## config.mk

```make
export PLATFORM = sky130hd
export DESIGN_NAME = pcs_bus_ctrl
export DESIGN_NICKNAME = d
export VERILOG_FILES = /design/src/logic/pcs_pkg.sv /design/src/logic/pcs_parity.sv /design/src/logic/pcs_bus_ctrl.sv
export SDC_FILE = /design/constraint.sdc
export NUM_CORES = 1
export LEC_CHECK = 0
export ABC_CLOCK_PERIOD_IN_PS = 5600
export BUFFER_PORTS_ARGS = -buffer_cell sky130_fd_sc_hd__buf_2
export CAP_MARGIN = 20
export CORE_MARGIN = 2
export CORE_UTILIZATION = 52
export CTS_BUF_LIST = sky130_fd_sc_hd__clkbuf_4
export CTS_CLUSTER_SIZE = 10
export DETAILED_ROUTE_END_ITERATION = 10
export GPL_ROUTABILITY_DRIVEN = 0
export GPL_TIMING_DRIVEN = 1
export PLACE_DENSITY = 0.8
export SLEW_MARGIN = 20
export SYNTH_ARGS = -nofsm -noshare
export SYNTH_HDL_FRONTEND = slang
export SYNTH_SLANG_ARGS = --single-unit
```

## constraint.sdc

```tcl
create_clock -name clk -period 5.6 [get_ports clk]
set_input_delay 0.28 -clock clk [delete_from_list [all_inputs] [get_ports clk]]
set_output_delay 0.28 -clock clk [all_outputs]
set_load 0.01 [all_outputs]
```

## src/logic/pcs_pkg.sv

```systemverilog
// Package with register layout, bus command codes, timing counts and state types.
package pcs_pkg;

   // Command/status dword location in configuration space.
   localparam logic [7:0] CMD_REG_OFF = 8'h04;

   // Command register fields.
   localparam int CMD_BME_BIT = 2;
   localparam int CMD_PERR_BIT = 6;
   localparam int CMD_SERR_BIT = 8;
   localparam logic [15:0] CMD_RESET = 16'h0000;
   localparam logic [15:0] CMD_WMASK = 16'h0144;

   // Status register fields, write one to clear.
   localparam int STAT_DPR_BIT = 8;
   localparam int STAT_RMA_BIT = 13;
   localparam int STAT_SSE_BIT = 14;
   localparam int STAT_DPE_BIT = 15;
   localparam logic [15:0] STAT_RESET = 16'h0000;

   // Bus command encodings and configuration type.
   localparam logic [3:0] BUS_MEM_RD = 4'h6;
   localparam logic [3:0] BUS_MEM_WR = 4'h7;
   localparam logic [3:0] BUS_CFG_RD = 4'hA;
   localparam logic [3:0] BUS_CFG_WR = 4'hB;
   localparam logic [1:0] CFG_TYPE0 = 2'h0;

   // Clocks without a device select before the initiator gives up.
   localparam int MABORT_CLKS = 5;
   localparam logic [2:0] MABORT_LAST = 3'(MABORT_CLKS - 1);
   // Clocks after an initiator write in which a target error report counts.
   localparam logic [1:0] MPERR_WIN = 2'h3;

   typedef enum logic [1:0] {M_IDLE, M_ADDR, M_DATA, M_TURN} pcs_mst_type;
   typedef enum logic [2:0] {T_IDLE, T_WAIT, T_DATA, T_HOLD, T_TURN} pcs_tgt_type;

endpackage : pcs_pkg

```

## src/logic/pcs_parity.sv

```systemverilog
// Even parity over the 32 address/data and 4 command lines, registered one clock late.
module pcs_parity import pcs_pkg::*; (
   input wire logic clk, // Bus clock.
   input wire logic rst, // Asynchronous reset, active high.
   input wire logic ce, // Clock enable.
   input wire logic [31:0] ad, // Address/data lines as seen on the bus.
   input wire logic [3:0] cbe, // Command/byte-enable lines as seen on the bus.
   output logic par // Parity of the previous clock's lines.
);

   typedef struct packed {
      logic par;
   } pcs_par_type;

   pcs_par_type st_r;
   pcs_par_type st_nxt;

   // The parity bit makes the 37 lines even, so it is the plain XOR of the 36.
   always_comb begin
      st_nxt = st_r;
      st_nxt.par = ^{ad, cbe};
   end

   // Freezes with the clock enable like all other state.
   always_ff @(posedge clk or posedge rst) begin
      if (rst) begin
         st_r <= '0;
      end else if (ce) begin
         st_r <= st_nxt;
      end
   end

   assign par = st_r.par;

endmodule : pcs_parity

```

## src/logic/pcs_bus_ctrl.sv

```systemverilog
// Bus control signalling: configuration target, single-phase initiator and parity/error logic.
module pcs_bus_ctrl import pcs_pkg::*; (
   input wire logic clk, // Bus clock, 100 MHz.
   input wire logic rst, // Asynchronous reset, active high.
   input wire logic ce, // Clock enable; low freezes all state.
   input wire logic [31:0] ad_pin, // Address/data lines sampled.
   output logic [31:0] ad_drv, // Address/data value driven.
   output logic ad_en, // Address/data output enable.
   input wire logic [3:0] cbe_pin, // Command/byte enables sampled, active low enables.
   output logic [3:0] cbe_drv, // Command/byte enables driven.
   output logic cbe_en, // Command/byte enable output enable.
   input wire logic par_pin, // Parity line sampled.
   output logic par_drv, // Parity value driven.
   output logic par_en, // Parity output enable.
   input wire logic frame_n_pin, // Frame sampled.
   output logic frame_n_drv, // Frame driven.
   output logic frame_n_en, // Frame output enable.
   input wire logic irdy_n_pin, // Initiator ready sampled.
   output logic irdy_n_drv, // Initiator ready driven.
   output logic irdy_n_en, // Initiator ready output enable.
   input wire logic trdy_n_pin, // Target ready sampled.
   output logic trdy_n_drv, // Target ready driven.
   output logic trdy_n_en, // Target ready output enable.
   input wire logic stop_n_pin, // Stop sampled.
   output logic stop_n_drv, // Stop driven.
   output logic stop_n_en, // Stop output enable.
   input wire logic devsel_n_pin, // Device select sampled.
   output logic devsel_n_drv, // Device select driven.
   output logic devsel_n_en, // Device select output enable.
   input wire logic perr_n_pin, // Parity error sampled.
   output logic perr_n_drv, // Parity error driven.
   output logic perr_n_en, // Parity error output enable.
   output logic serr_n_drv, // System error driven, open drain.
   output logic serr_n_en, // System error enable, one-clock pulse.
   output logic req_n_drv, // Bus request, active low.
   input wire logic gnt_n_pin, // Bus grant, active low.
   input wire logic idsel_pin, // Configuration select.
   input wire logic cb_addr_perr, // Side-bus address parity error pulse.
   input wire logic mst_start, // Start one initiator transfer.
   input wire logic mst_write, // Transfer is a write.
   input wire logic [31:0] mst_addr, // Transfer address.
   input wire logic [31:0] mst_wdata, // Write data.
   input wire logic [3:0] mst_be_n, // Byte enables, active low.
   output logic mst_busy, // Transfer pending or running.
   output logic mst_done, // Data phase completed, pulse.
   output logic mst_stopped, // Target stopped without data, pulse.
   output logic mst_abort, // Master abort, pulse.
   output logic [31:0] mst_rdata // Read data of the last read.
);

   typedef struct packed {
      pcs_mst_type mstate;
      pcs_tgt_type tstate;
      logic [15:0] cmd;
      logic [15:0] stat;
      logic pend;
      logic mwrite;
      logic [31:0] maddr;
      logic [31:0] mwdata;
      logic [3:0] mbe_n;
      logic [31:0] rdata;
      logic [2:0] cnt;
      logic busy;
      logic done;
      logic stopped;
      logic abort;
      logic twrite;
      logic thit;
      logic frame_q;
      logic addr_chk;
      logic data_chk;
      logic mchk;
      logic [1:0] mperr_win;
      logic [31:0] ad_drv;
      logic ad_en;
      logic [3:0] cbe_drv;
      logic cbe_en;
      logic par_en;
      logic frame_n_drv;
      logic frame_n_en;
      logic irdy_n_drv;
      logic irdy_n_en;
      logic trdy_n_drv;
      logic trdy_n_en;
      logic stop_n_drv;
      logic stop_n_en;
      logic devsel_n_drv;
      logic devsel_n_en;
      logic perr_n_drv;
      logic perr_n_en;
      logic serr_n_drv;
      logic serr_n_en;
      logic req_n_drv;
   } pcs_state_type;

   localparam pcs_state_type ST_RESET = '{mstate: M_IDLE, tstate: T_IDLE, cmd: CMD_RESET,
      stat: STAT_RESET, frame_q: 1'b1, frame_n_drv: 1'b1, irdy_n_drv: 1'b1, trdy_n_drv: 1'b1,
      stop_n_drv: 1'b1, devsel_n_drv: 1'b1, perr_n_drv: 1'b1, serr_n_drv: 1'b1,
      req_n_drv: 1'b1, default: '0};

   pcs_state_type st_r;
   pcs_state_type st_nxt;
   logic par_calc;
   logic addr_ph;
   logic mism;

   // Bus lines run on this same clock, so they are read directly with no synchroniser.
   pcs_parity u_par (
      .clk(clk),
      .rst(rst),
      .ce(ce),
      .ad(ad_pin),
      .cbe(cbe_pin),
      .par(par_calc)
   );

   // An address phase is the first clock of FRAME asserted.
   assign addr_ph = !frame_n_pin && st_r.frame_q;
   assign mism = par_calc ^ par_pin;

   // Next-state logic for both bus roles and the error reporting.
   always_comb begin
      st_nxt = st_r;
      st_nxt.frame_q = frame_n_pin;
      st_nxt.done = 1'b0;
      st_nxt.stopped = 1'b0;
      st_nxt.abort = 1'b0;
      st_nxt.addr_chk = addr_ph;
      st_nxt.data_chk = 1'b0;
      st_nxt.mchk = 1'b0;
      st_nxt.serr_n_en = 1'b0;
      st_nxt.serr_n_drv = 1'b1;
      st_nxt.par_en = st_r.ad_en;
      // Parity error is driven low one clock, high one clock, then released.
      if (st_r.perr_n_en && !st_r.perr_n_drv) begin
         st_nxt.perr_n_drv = 1'b1;
      end else begin
         st_nxt.perr_n_en = 1'b0;
      end
      if (st_r.mperr_win != 2'h0) begin
         st_nxt.mperr_win = st_r.mperr_win - 2'h1;
      end
      // Requests while busy or with bus mastering off are ignored.
      if (mst_start && !st_r.pend && st_r.cmd[CMD_BME_BIT]) begin
         st_nxt.pend = 1'b1;
         st_nxt.mwrite = mst_write;
         st_nxt.maddr = mst_addr;
         st_nxt.mwdata = mst_wdata;
         st_nxt.mbe_n = mst_be_n;
      end
      // Initiator: address phase, one data phase, turnaround.
      case (st_r.mstate)
         M_IDLE: begin
            if (st_r.pend && !gnt_n_pin && frame_n_pin && irdy_n_pin
                && st_r.tstate == T_IDLE) begin
               st_nxt.mstate = M_ADDR;
               st_nxt.frame_n_drv = 1'b0;
               st_nxt.frame_n_en = 1'b1;
               st_nxt.ad_drv = st_r.maddr;
               st_nxt.ad_en = 1'b1;
               st_nxt.cbe_drv = st_r.mwrite ? BUS_MEM_WR : BUS_MEM_RD;
               st_nxt.cbe_en = 1'b1;
            end
         end
         M_ADDR: begin
            st_nxt.mstate = M_DATA;
            st_nxt.frame_n_drv = 1'b1;
            st_nxt.irdy_n_drv = 1'b0;
            st_nxt.irdy_n_en = 1'b1;
            st_nxt.cbe_drv = st_r.mbe_n;
            st_nxt.ad_drv = st_r.mwdata;
            st_nxt.ad_en = st_r.mwrite;
            st_nxt.cnt = '0;
         end
         M_DATA: begin
            if (!trdy_n_pin || !stop_n_pin || (devsel_n_pin && st_r.cnt == MABORT_LAST)) begin
               st_nxt.mstate = M_TURN;
               st_nxt.irdy_n_drv = 1'b1;
               st_nxt.frame_n_en = 1'b0;
               st_nxt.ad_en = 1'b0;
               st_nxt.cbe_en = 1'b0;
               st_nxt.pend = 1'b0;
            end
            if (!trdy_n_pin) begin
               st_nxt.done = 1'b1;
               if (st_r.mwrite) begin
                  st_nxt.mperr_win = MPERR_WIN;
               end else begin
                  st_nxt.rdata = ad_pin;
                  st_nxt.data_chk = 1'b1;
                  st_nxt.mchk = 1'b1;
               end
            end else if (!stop_n_pin) begin
               st_nxt.stopped = 1'b1;
            end else if (devsel_n_pin && st_r.cnt == MABORT_LAST) begin
               st_nxt.abort = 1'b1;
            end else if (st_r.cnt != MABORT_LAST) begin
               st_nxt.cnt = st_r.cnt + 3'h1;
            end
         end
         M_TURN: begin
            st_nxt.irdy_n_en = 1'b0;
            st_nxt.mstate = M_IDLE;
         end
         default: st_nxt.mstate = M_IDLE;
      endcase
      st_nxt.busy = st_nxt.pend;
      st_nxt.req_n_drv = !(st_nxt.pend && st_nxt.mstate == M_IDLE);
      // Target: claims type 0 configuration cycles selected by the select input.
      case (st_r.tstate)
         T_IDLE: begin
            if (addr_ph && idsel_pin && ad_pin[1:0] == CFG_TYPE0
                && (cbe_pin == BUS_CFG_RD || cbe_pin == BUS_CFG_WR)) begin
               st_nxt.tstate = T_WAIT;
               st_nxt.devsel_n_drv = 1'b0;
               st_nxt.devsel_n_en = 1'b1;
               st_nxt.trdy_n_drv = 1'b1;
               st_nxt.trdy_n_en = 1'b1;
               st_nxt.stop_n_drv = 1'b1;
               st_nxt.stop_n_en = 1'b1;
               st_nxt.twrite = cbe_pin == BUS_CFG_WR;
               st_nxt.thit = ad_pin[7:0] == CMD_REG_OFF;
            end
         end
         T_WAIT: begin
            // The wait clock doubles as the address/data turnaround on reads.
            st_nxt.tstate = T_DATA;
            st_nxt.trdy_n_drv = 1'b0;
            st_nxt.stop_n_drv = frame_n_pin;
            if (!st_r.twrite) begin
               st_nxt.ad_drv = st_r.thit ? {st_r.stat, st_r.cmd} : '0;
               st_nxt.ad_en = 1'b1;
            end
         end
         T_DATA: begin
            if (!irdy_n_pin) begin
               if (st_r.twrite) begin
                  st_nxt.data_chk = 1'b1;
                  if (st_r.thit) begin
                     for (int i = 0; i < 16; i++) begin
                        if (!cbe_pin[i / 8] && CMD_WMASK[i]) begin
                           st_nxt.cmd[i] = ad_pin[i];
                        end
                        if (!cbe_pin[2 + i / 8] && ad_pin[16 + i]) begin
                           st_nxt.stat[i] = 1'b0;
                        end
                     end
                  end
               end
               st_nxt.ad_en = 1'b0;
               st_nxt.trdy_n_drv = 1'b1;
               if (!frame_n_pin) begin
                  // Burst attempt: hold STOP until the initiator drops FRAME.
                  st_nxt.tstate = T_HOLD;
                  st_nxt.stop_n_drv = 1'b0;
               end else begin
                  st_nxt.tstate = T_TURN;
                  st_nxt.devsel_n_drv = 1'b1;
                  st_nxt.stop_n_drv = 1'b1;
               end
            end
         end
         T_HOLD: begin
            if (frame_n_pin) begin
               st_nxt.tstate = T_TURN;
               st_nxt.devsel_n_drv = 1'b1;
               st_nxt.stop_n_drv = 1'b1;
            end
         end
         T_TURN: begin
            st_nxt.tstate = T_IDLE;
            st_nxt.devsel_n_en = 1'b0;
            st_nxt.trdy_n_en = 1'b0;
            st_nxt.stop_n_en = 1'b0;
         end
         default: st_nxt.tstate = T_IDLE;
      endcase
      // Error sets come after the register write so that a set wins over a clear.
      if (st_nxt.abort) begin
         st_nxt.stat[STAT_RMA_BIT] = 1'b1;
      end
      if ((st_r.addr_chk && mism) || (st_r.data_chk && mism)) begin
         st_nxt.stat[STAT_DPE_BIT] = 1'b1;
      end
      if ((st_r.addr_chk && mism) || cb_addr_perr) begin
         if (st_r.cmd[CMD_SERR_BIT]) begin
            st_nxt.serr_n_en = 1'b1;
            st_nxt.serr_n_drv = 1'b0;
            st_nxt.stat[STAT_SSE_BIT] = 1'b1;
         end
      end
      if (st_r.data_chk && mism && st_r.cmd[CMD_PERR_BIT]) begin
         st_nxt.perr_n_drv = 1'b0;
         st_nxt.perr_n_en = 1'b1;
         if (st_r.mchk) begin
            st_nxt.stat[STAT_DPR_BIT] = 1'b1;
         end
      end
      if (st_r.mperr_win != 2'h0 && !perr_n_pin && st_r.cmd[CMD_PERR_BIT]) begin
         st_nxt.stat[STAT_DPR_BIT] = 1'b1;
      end
   end

   // State register; the clock enable holds everything still.
   always_ff @(posedge clk or posedge rst) begin
      if (rst) begin
         st_r <= ST_RESET;
      end else if (ce) begin
         st_r <= st_nxt;
      end
   end

   // Every output is a register bit.
   assign ad_drv = st_r.ad_drv;
   assign ad_en = st_r.ad_en;
   assign cbe_drv = st_r.cbe_drv;
   assign cbe_en = st_r.cbe_en;
   assign par_drv = par_calc;
   assign par_en = st_r.par_en;
   assign frame_n_drv = st_r.frame_n_drv;
   assign frame_n_en = st_r.frame_n_en;
   assign irdy_n_drv = st_r.irdy_n_drv;
   assign irdy_n_en = st_r.irdy_n_en;
   assign trdy_n_drv = st_r.trdy_n_drv;
   assign trdy_n_en = st_r.trdy_n_en;
   assign stop_n_drv = st_r.stop_n_drv;
   assign stop_n_en = st_r.stop_n_en;
   assign devsel_n_drv = st_r.devsel_n_drv;
   assign devsel_n_en = st_r.devsel_n_en;
   assign perr_n_drv = st_r.perr_n_drv;
   assign perr_n_en = st_r.perr_n_en;
   assign serr_n_drv = st_r.serr_n_drv;
   assign serr_n_en = st_r.serr_n_en;
   assign req_n_drv = st_r.req_n_drv;
   assign mst_busy = st_r.busy;
   assign mst_done = st_r.done;
   assign mst_stopped = st_r.stopped;
   assign mst_abort = st_r.abort;
   assign mst_rdata = st_r.rdata;
endmodule : pcs_bus_ctrl

```

Yosys cells after proc, flatten, opt, wreduce, memory -nomap -nowiden
Index checks and enable logic that the tools add are counted.

Register bits: 183. Logic and storage cells: 237. Input port bits: 119. Output and inout bits: 91.

Bitwise gates (word level): 6. Reduce and logical (&&, ||, !) cells: 78. $add $sub $neg: 2. Muxes and demuxes: 82. Equal/unequal tests: 24.

Operators with widths (number): $mux W70 (1); $mux W16 (4); $mux W32 (2); $pmux W32 S2 (1); $mux W38 (1); $reduce_xor A36 Y1 (1); $mux W33 (1); $mux W1 (32); $reduce_and A6 Y1 (5); $reduce_bool A2 Y1 (15); $mux W3 (9); $logic_and A1 B1 Y1 (22); $mux W2 (11); $reduce_and A4 Y1 (5); $pmux W1 S2 (9); $ne A2 B2 Y1 const B (8); $pmux W3 S4 (1); $reduce_and A3 Y1 (4); $logic_not A1 Y1 (9); $pmux W1 S3 (3); $eq A4 B4 Y1 const B (2); $eq A8 B3 Y1 const B (1); $mux W4 (2); $ne A2 B1 Y1 const B (4); other kinds (22) (39).

Logic depth before layout (Yosys ltp)
Word-level depth: 10. Gate-level depth with buffers: 8. Depth with buffers taken out: 7.

Modules after synthesis
From an unflattened synthesis, not the netlist that was laid out.

Cell total of the unflattened synthesis: 686. Area total of the unflattened synthesis: 8526.9 µm².

Modules (own cells, without submodules): pcs_bus_ctrl (instances 1, cells an instance 648, seq. area each 4515.6 µm², area each 8177.8 µm²); pcs_parity (instances 1, cells an instance 38, seq. area each 25.0 µm², area each 349.1 µm²).

Least setup slack after synthesis
Ideal clock, no wire load.

Path kind: input to register. Start: input port ad_pin[6]. End: register u_par.st_r, in the netlist u_par.par. Setup time: 0.125 ns. Stages: 7. Required time: 5.475 ns. Arrival: 1.689 ns. Slack: 3.786 ns. Path buffers: 0. Path through: inv_1 > ha_1 > xnor2_1 > xnor2_1 > xnor2_1 > xnor3_1 > mux2_2.

Word-level cells in the longest chain between the ends: 1.

Ends and longest elaborated chain: start, declared (RTL line pcs_bus_ctrl.sv:6) `input wire logic [31:0] ad_pin,`; $reduce_xor A36 Y1 (RTL line pcs_parity.sv:21) `st_nxt.par = ^{ad, cbe};`; end signal, assigned (RTL line pcs_parity.sv:29) `st_r <= st_nxt;`; end, declared (RTL line pcs_parity.sv:15) `pcs_par_type st_r;`.

Every way passes these cells. A chain may end at the register's enable or synchronous reset.

Worst setup path in the final report
Start: register st_r[206] (netlist name). End: register st_r (netlist bit ad_en).

Word-level cells in the longest chain between the ends: 4. Elaborated cells between the ends (all ways): 7. Classes of those cells: eq/ne: 2; mux: 4; reduce/logical: 1.

Ends and longest elaborated chain: start, declared (RTL line pcs_bus_ctrl.sv:101) `pcs_state_type st_r;`; start signal, assigned (RTL line pcs_bus_ctrl.sv:309) `st_r <= st_nxt;`; $eq A2 B2 Y1, or another cell as far along (RTL line pcs_bus_ctrl.sv:152) `case (st_r.mstate)`; $pmux W1 S3 * (RTL line pcs_bus_ctrl.sv:152); $mux W1 or $mux W33 (tied branches) (RTL line pcs_bus_ctrl.sv:236, pcs_bus_ctrl.sv:230); $pmux W1 S2 * (RTL line pcs_bus_ctrl.sv:210) `case (st_r.tstate)`.

Mark *: on every way between the ends. The rest lies on a longest branch, timed or not.

==> flow_metrics.env <==
export IMPL_detail_route_vias_per_cell=5.315
export IMPL_power_per_cell_area_nw_per_um2=435.8
export IMPL_grt_util_all_layers_pct=24.81
export IMPL_tns_ps=0
export IMPL_fp_coreArea_um2=15890
export IMPL_globalRoute_totalOverflow=0
export IMPL_cts_tree="built"
export IMPL_max_stage_delay_ps=530
export IMPL_clock_sink_count=181
export IMPL_ff2ff_path_depth=8
export IMPL_yosys_cell_count_top_type="sky130_fd_sc_hd__dfrtp_1"
export IMPL_synthesis_area_um2=8481
export IMPL_route_vias_total=6309
export IMPL_yosys_register_bits=181
export IMPL_ctsRootBufferMaster="sky130_fd_sc_hd__clkbuf_4"
export IMPL_synth_edf_count=0
export IMPL_worst_endpoint_required_ps=6100
export IMPL_multiInputGateArea_um2=3182
export IMPL_post_synth_most_frequent_cells="sky130_fd_sc_hd__dfrtp_1, sky130_fd_sc_hd__mux2_2, sky130_fd_sc_hd__buf_4"
export IMPL_timing_final_setup_violations=0
export IMPL_clk_path_buf_depth=2
export IMPL_postSynth_topFlopCell="sky130_fd_sc_hd__dfrtp_1"
export IMPL_cp_buffers_inverters=3
export IMPL_post_synth_cell_area_avg_um2=11.78
export IMPL_remaining_number_of_nets_flagged_by_the_antenna_check_after_routing=0
export IMPL_design_final_nets=1090
export IMPL_power_static_leakage_nw=5.104
export IMPL_vias_in_the_first_global_route=6741
export IMPL_avgRoutedWirePerCell_um=17.75
export IMPL_yosys_warnings=0
export IMPL_clk_latency_ps=590
export IMPL_floorplan_die_area_um2=17350
export IMPL_antenna_violations_before_repair=1
export IMPL_unrepaired_setup_endpoints_after_global_routing="false"
export IMPL_path_depth=8
export IMPL_ys_types=55
export IMPL_drv_slew=0
export IMPL_critical_path_maximum_fanout=25
export IMPL_buffers_added_on_ports=209
export IMPL_area_delta_synth_final_pct=24.70
export IMPL_r2r_end="ad_en$_DFFE_PP0P_"
export IMPL_wl_met2_um=10750
export IMPL_die_width_um=131.7
export IMPL_critPathLaunchType="flip-flop"
export IMPL_dp_final_hpwl_um=13250
export IMPL_final_min_period_over_clock_period_pct=46.65
export IMPL_setup_worst_path_end="ad_en$_DFFE_PP0P_"
export IMPL_setup_worst_path_end_class="flip-flop"
export IMPL_critical_path_slowest_cell="sky130_fd_sc_hd__nor3_4"
export IMPL_post_layout_total_power_mw=4.609
export IMPL_filler_cell_count=1166
export IMPL_sequence_of_cells_on_the_critical_path="inv_1 -> ha_1 -> inv_2 -> nor3_4 -> buf_4 -> a21oi_1 -> or4_1 -> o311ai_1"
export IMPL_worst_ir_drop_vdd_v=0.0002517
export IMPL_fmax_mhz=382.8
export IMPL_io_pins=210
export IMPL_drt_first_iter_violations=374
export IMPL_met3_wirelength_um=1042
export IMPL_drv_max_cap_violation_count=0
export IMPL_final_layout_size_suffix_gt1_share_pct=37.01
export IMPL_grt_max_degree=81
export IMPL_synth_seq_area_share_pct=53.54
export IMPL_ys_async_rst_share_pct=100.0
export IMPL_critical_path_arrival_ps=3110
export IMPL_drt_drc_violations_left=0
export IMPL_critical_path_top_delay_family="simple AND/OR/NAND/NOR gates"
export IMPL_run_status="finished, final reports clean"
export IMPL_reg2reg_slack_ps=2990
export IMPL_routed_top_layer="met4"
export IMPL_h_tree_depth=4
export IMPL_synth_top_area_cell="sky130_fd_sc_hd__dfrtp_1"
export IMPL_core_rowCount=46
export IMPL_worst_setup_hold_path_clk_slew_ps=170
export IMPL_worstHoldPathType="primary input to flip-flop"
export IMPL_worst_setup_path_startpoint="st_r[206]$_DFFE_PP0P_"
export IMPL_die_height_um=131.7
export IMPL_post_synth_main_area_contributors="sky130_fd_sc_hd__dfrtp_1, sky130_fd_sc_hd__mux2_2, sky130_fd_sc_hd__buf_4"
export IMPL_tritoncts_num_buffers=17
export IMPL_timing_setup_critical_path_class="flip-flop to flip-flop"
export IMPL_crit_path_time_final_ps=2613
export IMPL_cell_count_after_synthesis=720
export IMPL_postRouteWirelength_um=21070
export IMPL_finalClockSkew_ps=21.67
export IMPL_synth_nets=853
export IMPL_final_hold_viol_count=0
export IMPL_yosysTopAreaCellShare_pct=50.75
export IMPL_drtPass1Iterations=5
export IMPL_critical_path_reg2reg_startpoint="st_r[206]$_DFFE_PP0P_"
export IMPL_max_slew_headroom_pct=29.18
export IMPL_start_util_pct=53.39
export IMPL_worstMarginPinSlew_ps=1060
export IMPL_register_area_um2=4541
export IMPL_global_route_wire_length_before_repair_um=34180
export IMPL_route_layer_met1_wl_um=8555
==> stage by stage <==
| step | hold slack (ps) | std cells | instance area (um^2) | setup slack (ps) | util, % |
|---|---|---|---|---|---|
| final | 50.94 | 1187 | 10580 | 2987 | 66.57 |
| after global placement | 262.1 | 1049 | 9198 | 2938 | 57.90 |
| after global routing | 21.78 | 1187 | 10580 | 2838 | 66.57 |
| after CTS | 14.68 | 1186 | 10570 | 2986 | 66.56 |
| after detailed placement | 266.0 | 1049 | 9198 | 2888 | 57.90 |
| after floorplan | 366.3 | 720 | 8481 | 419.6 | - |
==> report_power, final <==
part,switching [mW],leakage [nW],internal [mW]
Clock,0.548,0.168,0.221
Combinational,0.837,2.67,0.824
Sequential,0.334,2.27,1.85
==> tightest hold or removal path, cell delays in order <==
cell	delay, ps
sky130_fd_sc_hd__buf_2	150
sky130_fd_sc_hd__nor2_1	110
sky130_fd_sc_hd__o22ai_1	90
==> flip-flops by register name (all words and copies together), names as in the netlist, 4 cells and up <==
register and flops:
cbe_drv 4, st_r 92, mst_rdata 32, ad_drv 32
==> layout make-up <==
type	count	area share, %
Multi-Input combinational cell	409	30.09
Antenna cell	1	0.02366
Tap cell	216	2.556
Timing Repair Buffer	321	20.33
Clock buffer	17	1.207
Sequential cell	181	42.94
Clock inverter	15	1.858
Inverter	27	1.006
==> placed cells by master (no fill, tap or decap), types with 8 or more instances in the layout <==
cell	n
sky130_fd_sc_hd__nor3_1	8
sky130_fd_sc_hd__o21ai_1	28
sky130_fd_sc_hd__clkbuf_4	17
sky130_fd_sc_hd__buf_2	209
sky130_fd_sc_hd__dfstp_2	9
sky130_fd_sc_hd__mux2_1	16
sky130_fd_sc_hd__a21o_1	13
sky130_fd_sc_hd__inv_1	25
sky130_fd_sc_hd__o21ai_0	26
sky130_fd_sc_hd__nand2_1	50
sky130_fd_sc_hd__xnor2_1	22
sky130_fd_sc_hd__nor2_1	17
sky130_fd_sc_hd__a22oi_1	27
sky130_fd_sc_hd__ha_1	13
sky130_fd_sc_hd__mux2_2	90
sky130_fd_sc_hd__dlygate4sd3_1	105
sky130_fd_sc_hd__dfrtp_1	172
sky130_fd_sc_hd__a21oi_1	26
==> cells by family (layout without fill, tap and decap cells) <==
kind of cell	after synthesis	in the layout	share of synthesized area, %
adders and majority gates	14	14	2.066
buffers and inverters	130	380	9.044
DFF	181	181	53.54
xor gates and xnor gates	28	28	3.379
muxes	107	107	14.19
other	0	1	0
and+or+nand+nor	111	111	6.610
AOI/OAI and AO/OA	149	149	11.17
==> how the worst min path moves through the flow <==
stage                             end  cells after the start        start
4_1_cts        stop_n_drv$_DFFE_PP1P_                      3  frame_n_pin
6_report       stop_n_drv$_DFFE_PP1P_                      3  frame_n_pin
3_3_place_gp    st_r[159]$_DFFE_PP0P_                      2          rst
5_1_grt        stop_n_drv$_DFFE_PP1P_                      3  frame_n_pin
2_1_floorplan    mst_done$_DFFE_PP0P_                      1   trdy_n_pin
3_5_place_dp    st_r[162]$_DFFE_PP0P_                      2          rst
==> repair_timing <==
action	4_1_cts	5_1_grt
resized for setup	0	0
buffers inserted	0	0
hold endpoints to repair	136	0
hold buffers	105	0
==> layer usage <==
layer / global-route usage [%] / up-vias
met5: 0 / -
met4: 10.39 / 0
met3: 5.170 / 52
met2: 43.11 / 210
met1: 30.15 / 3120
li1: - / 2927
(Power assumes the default switching activity.)
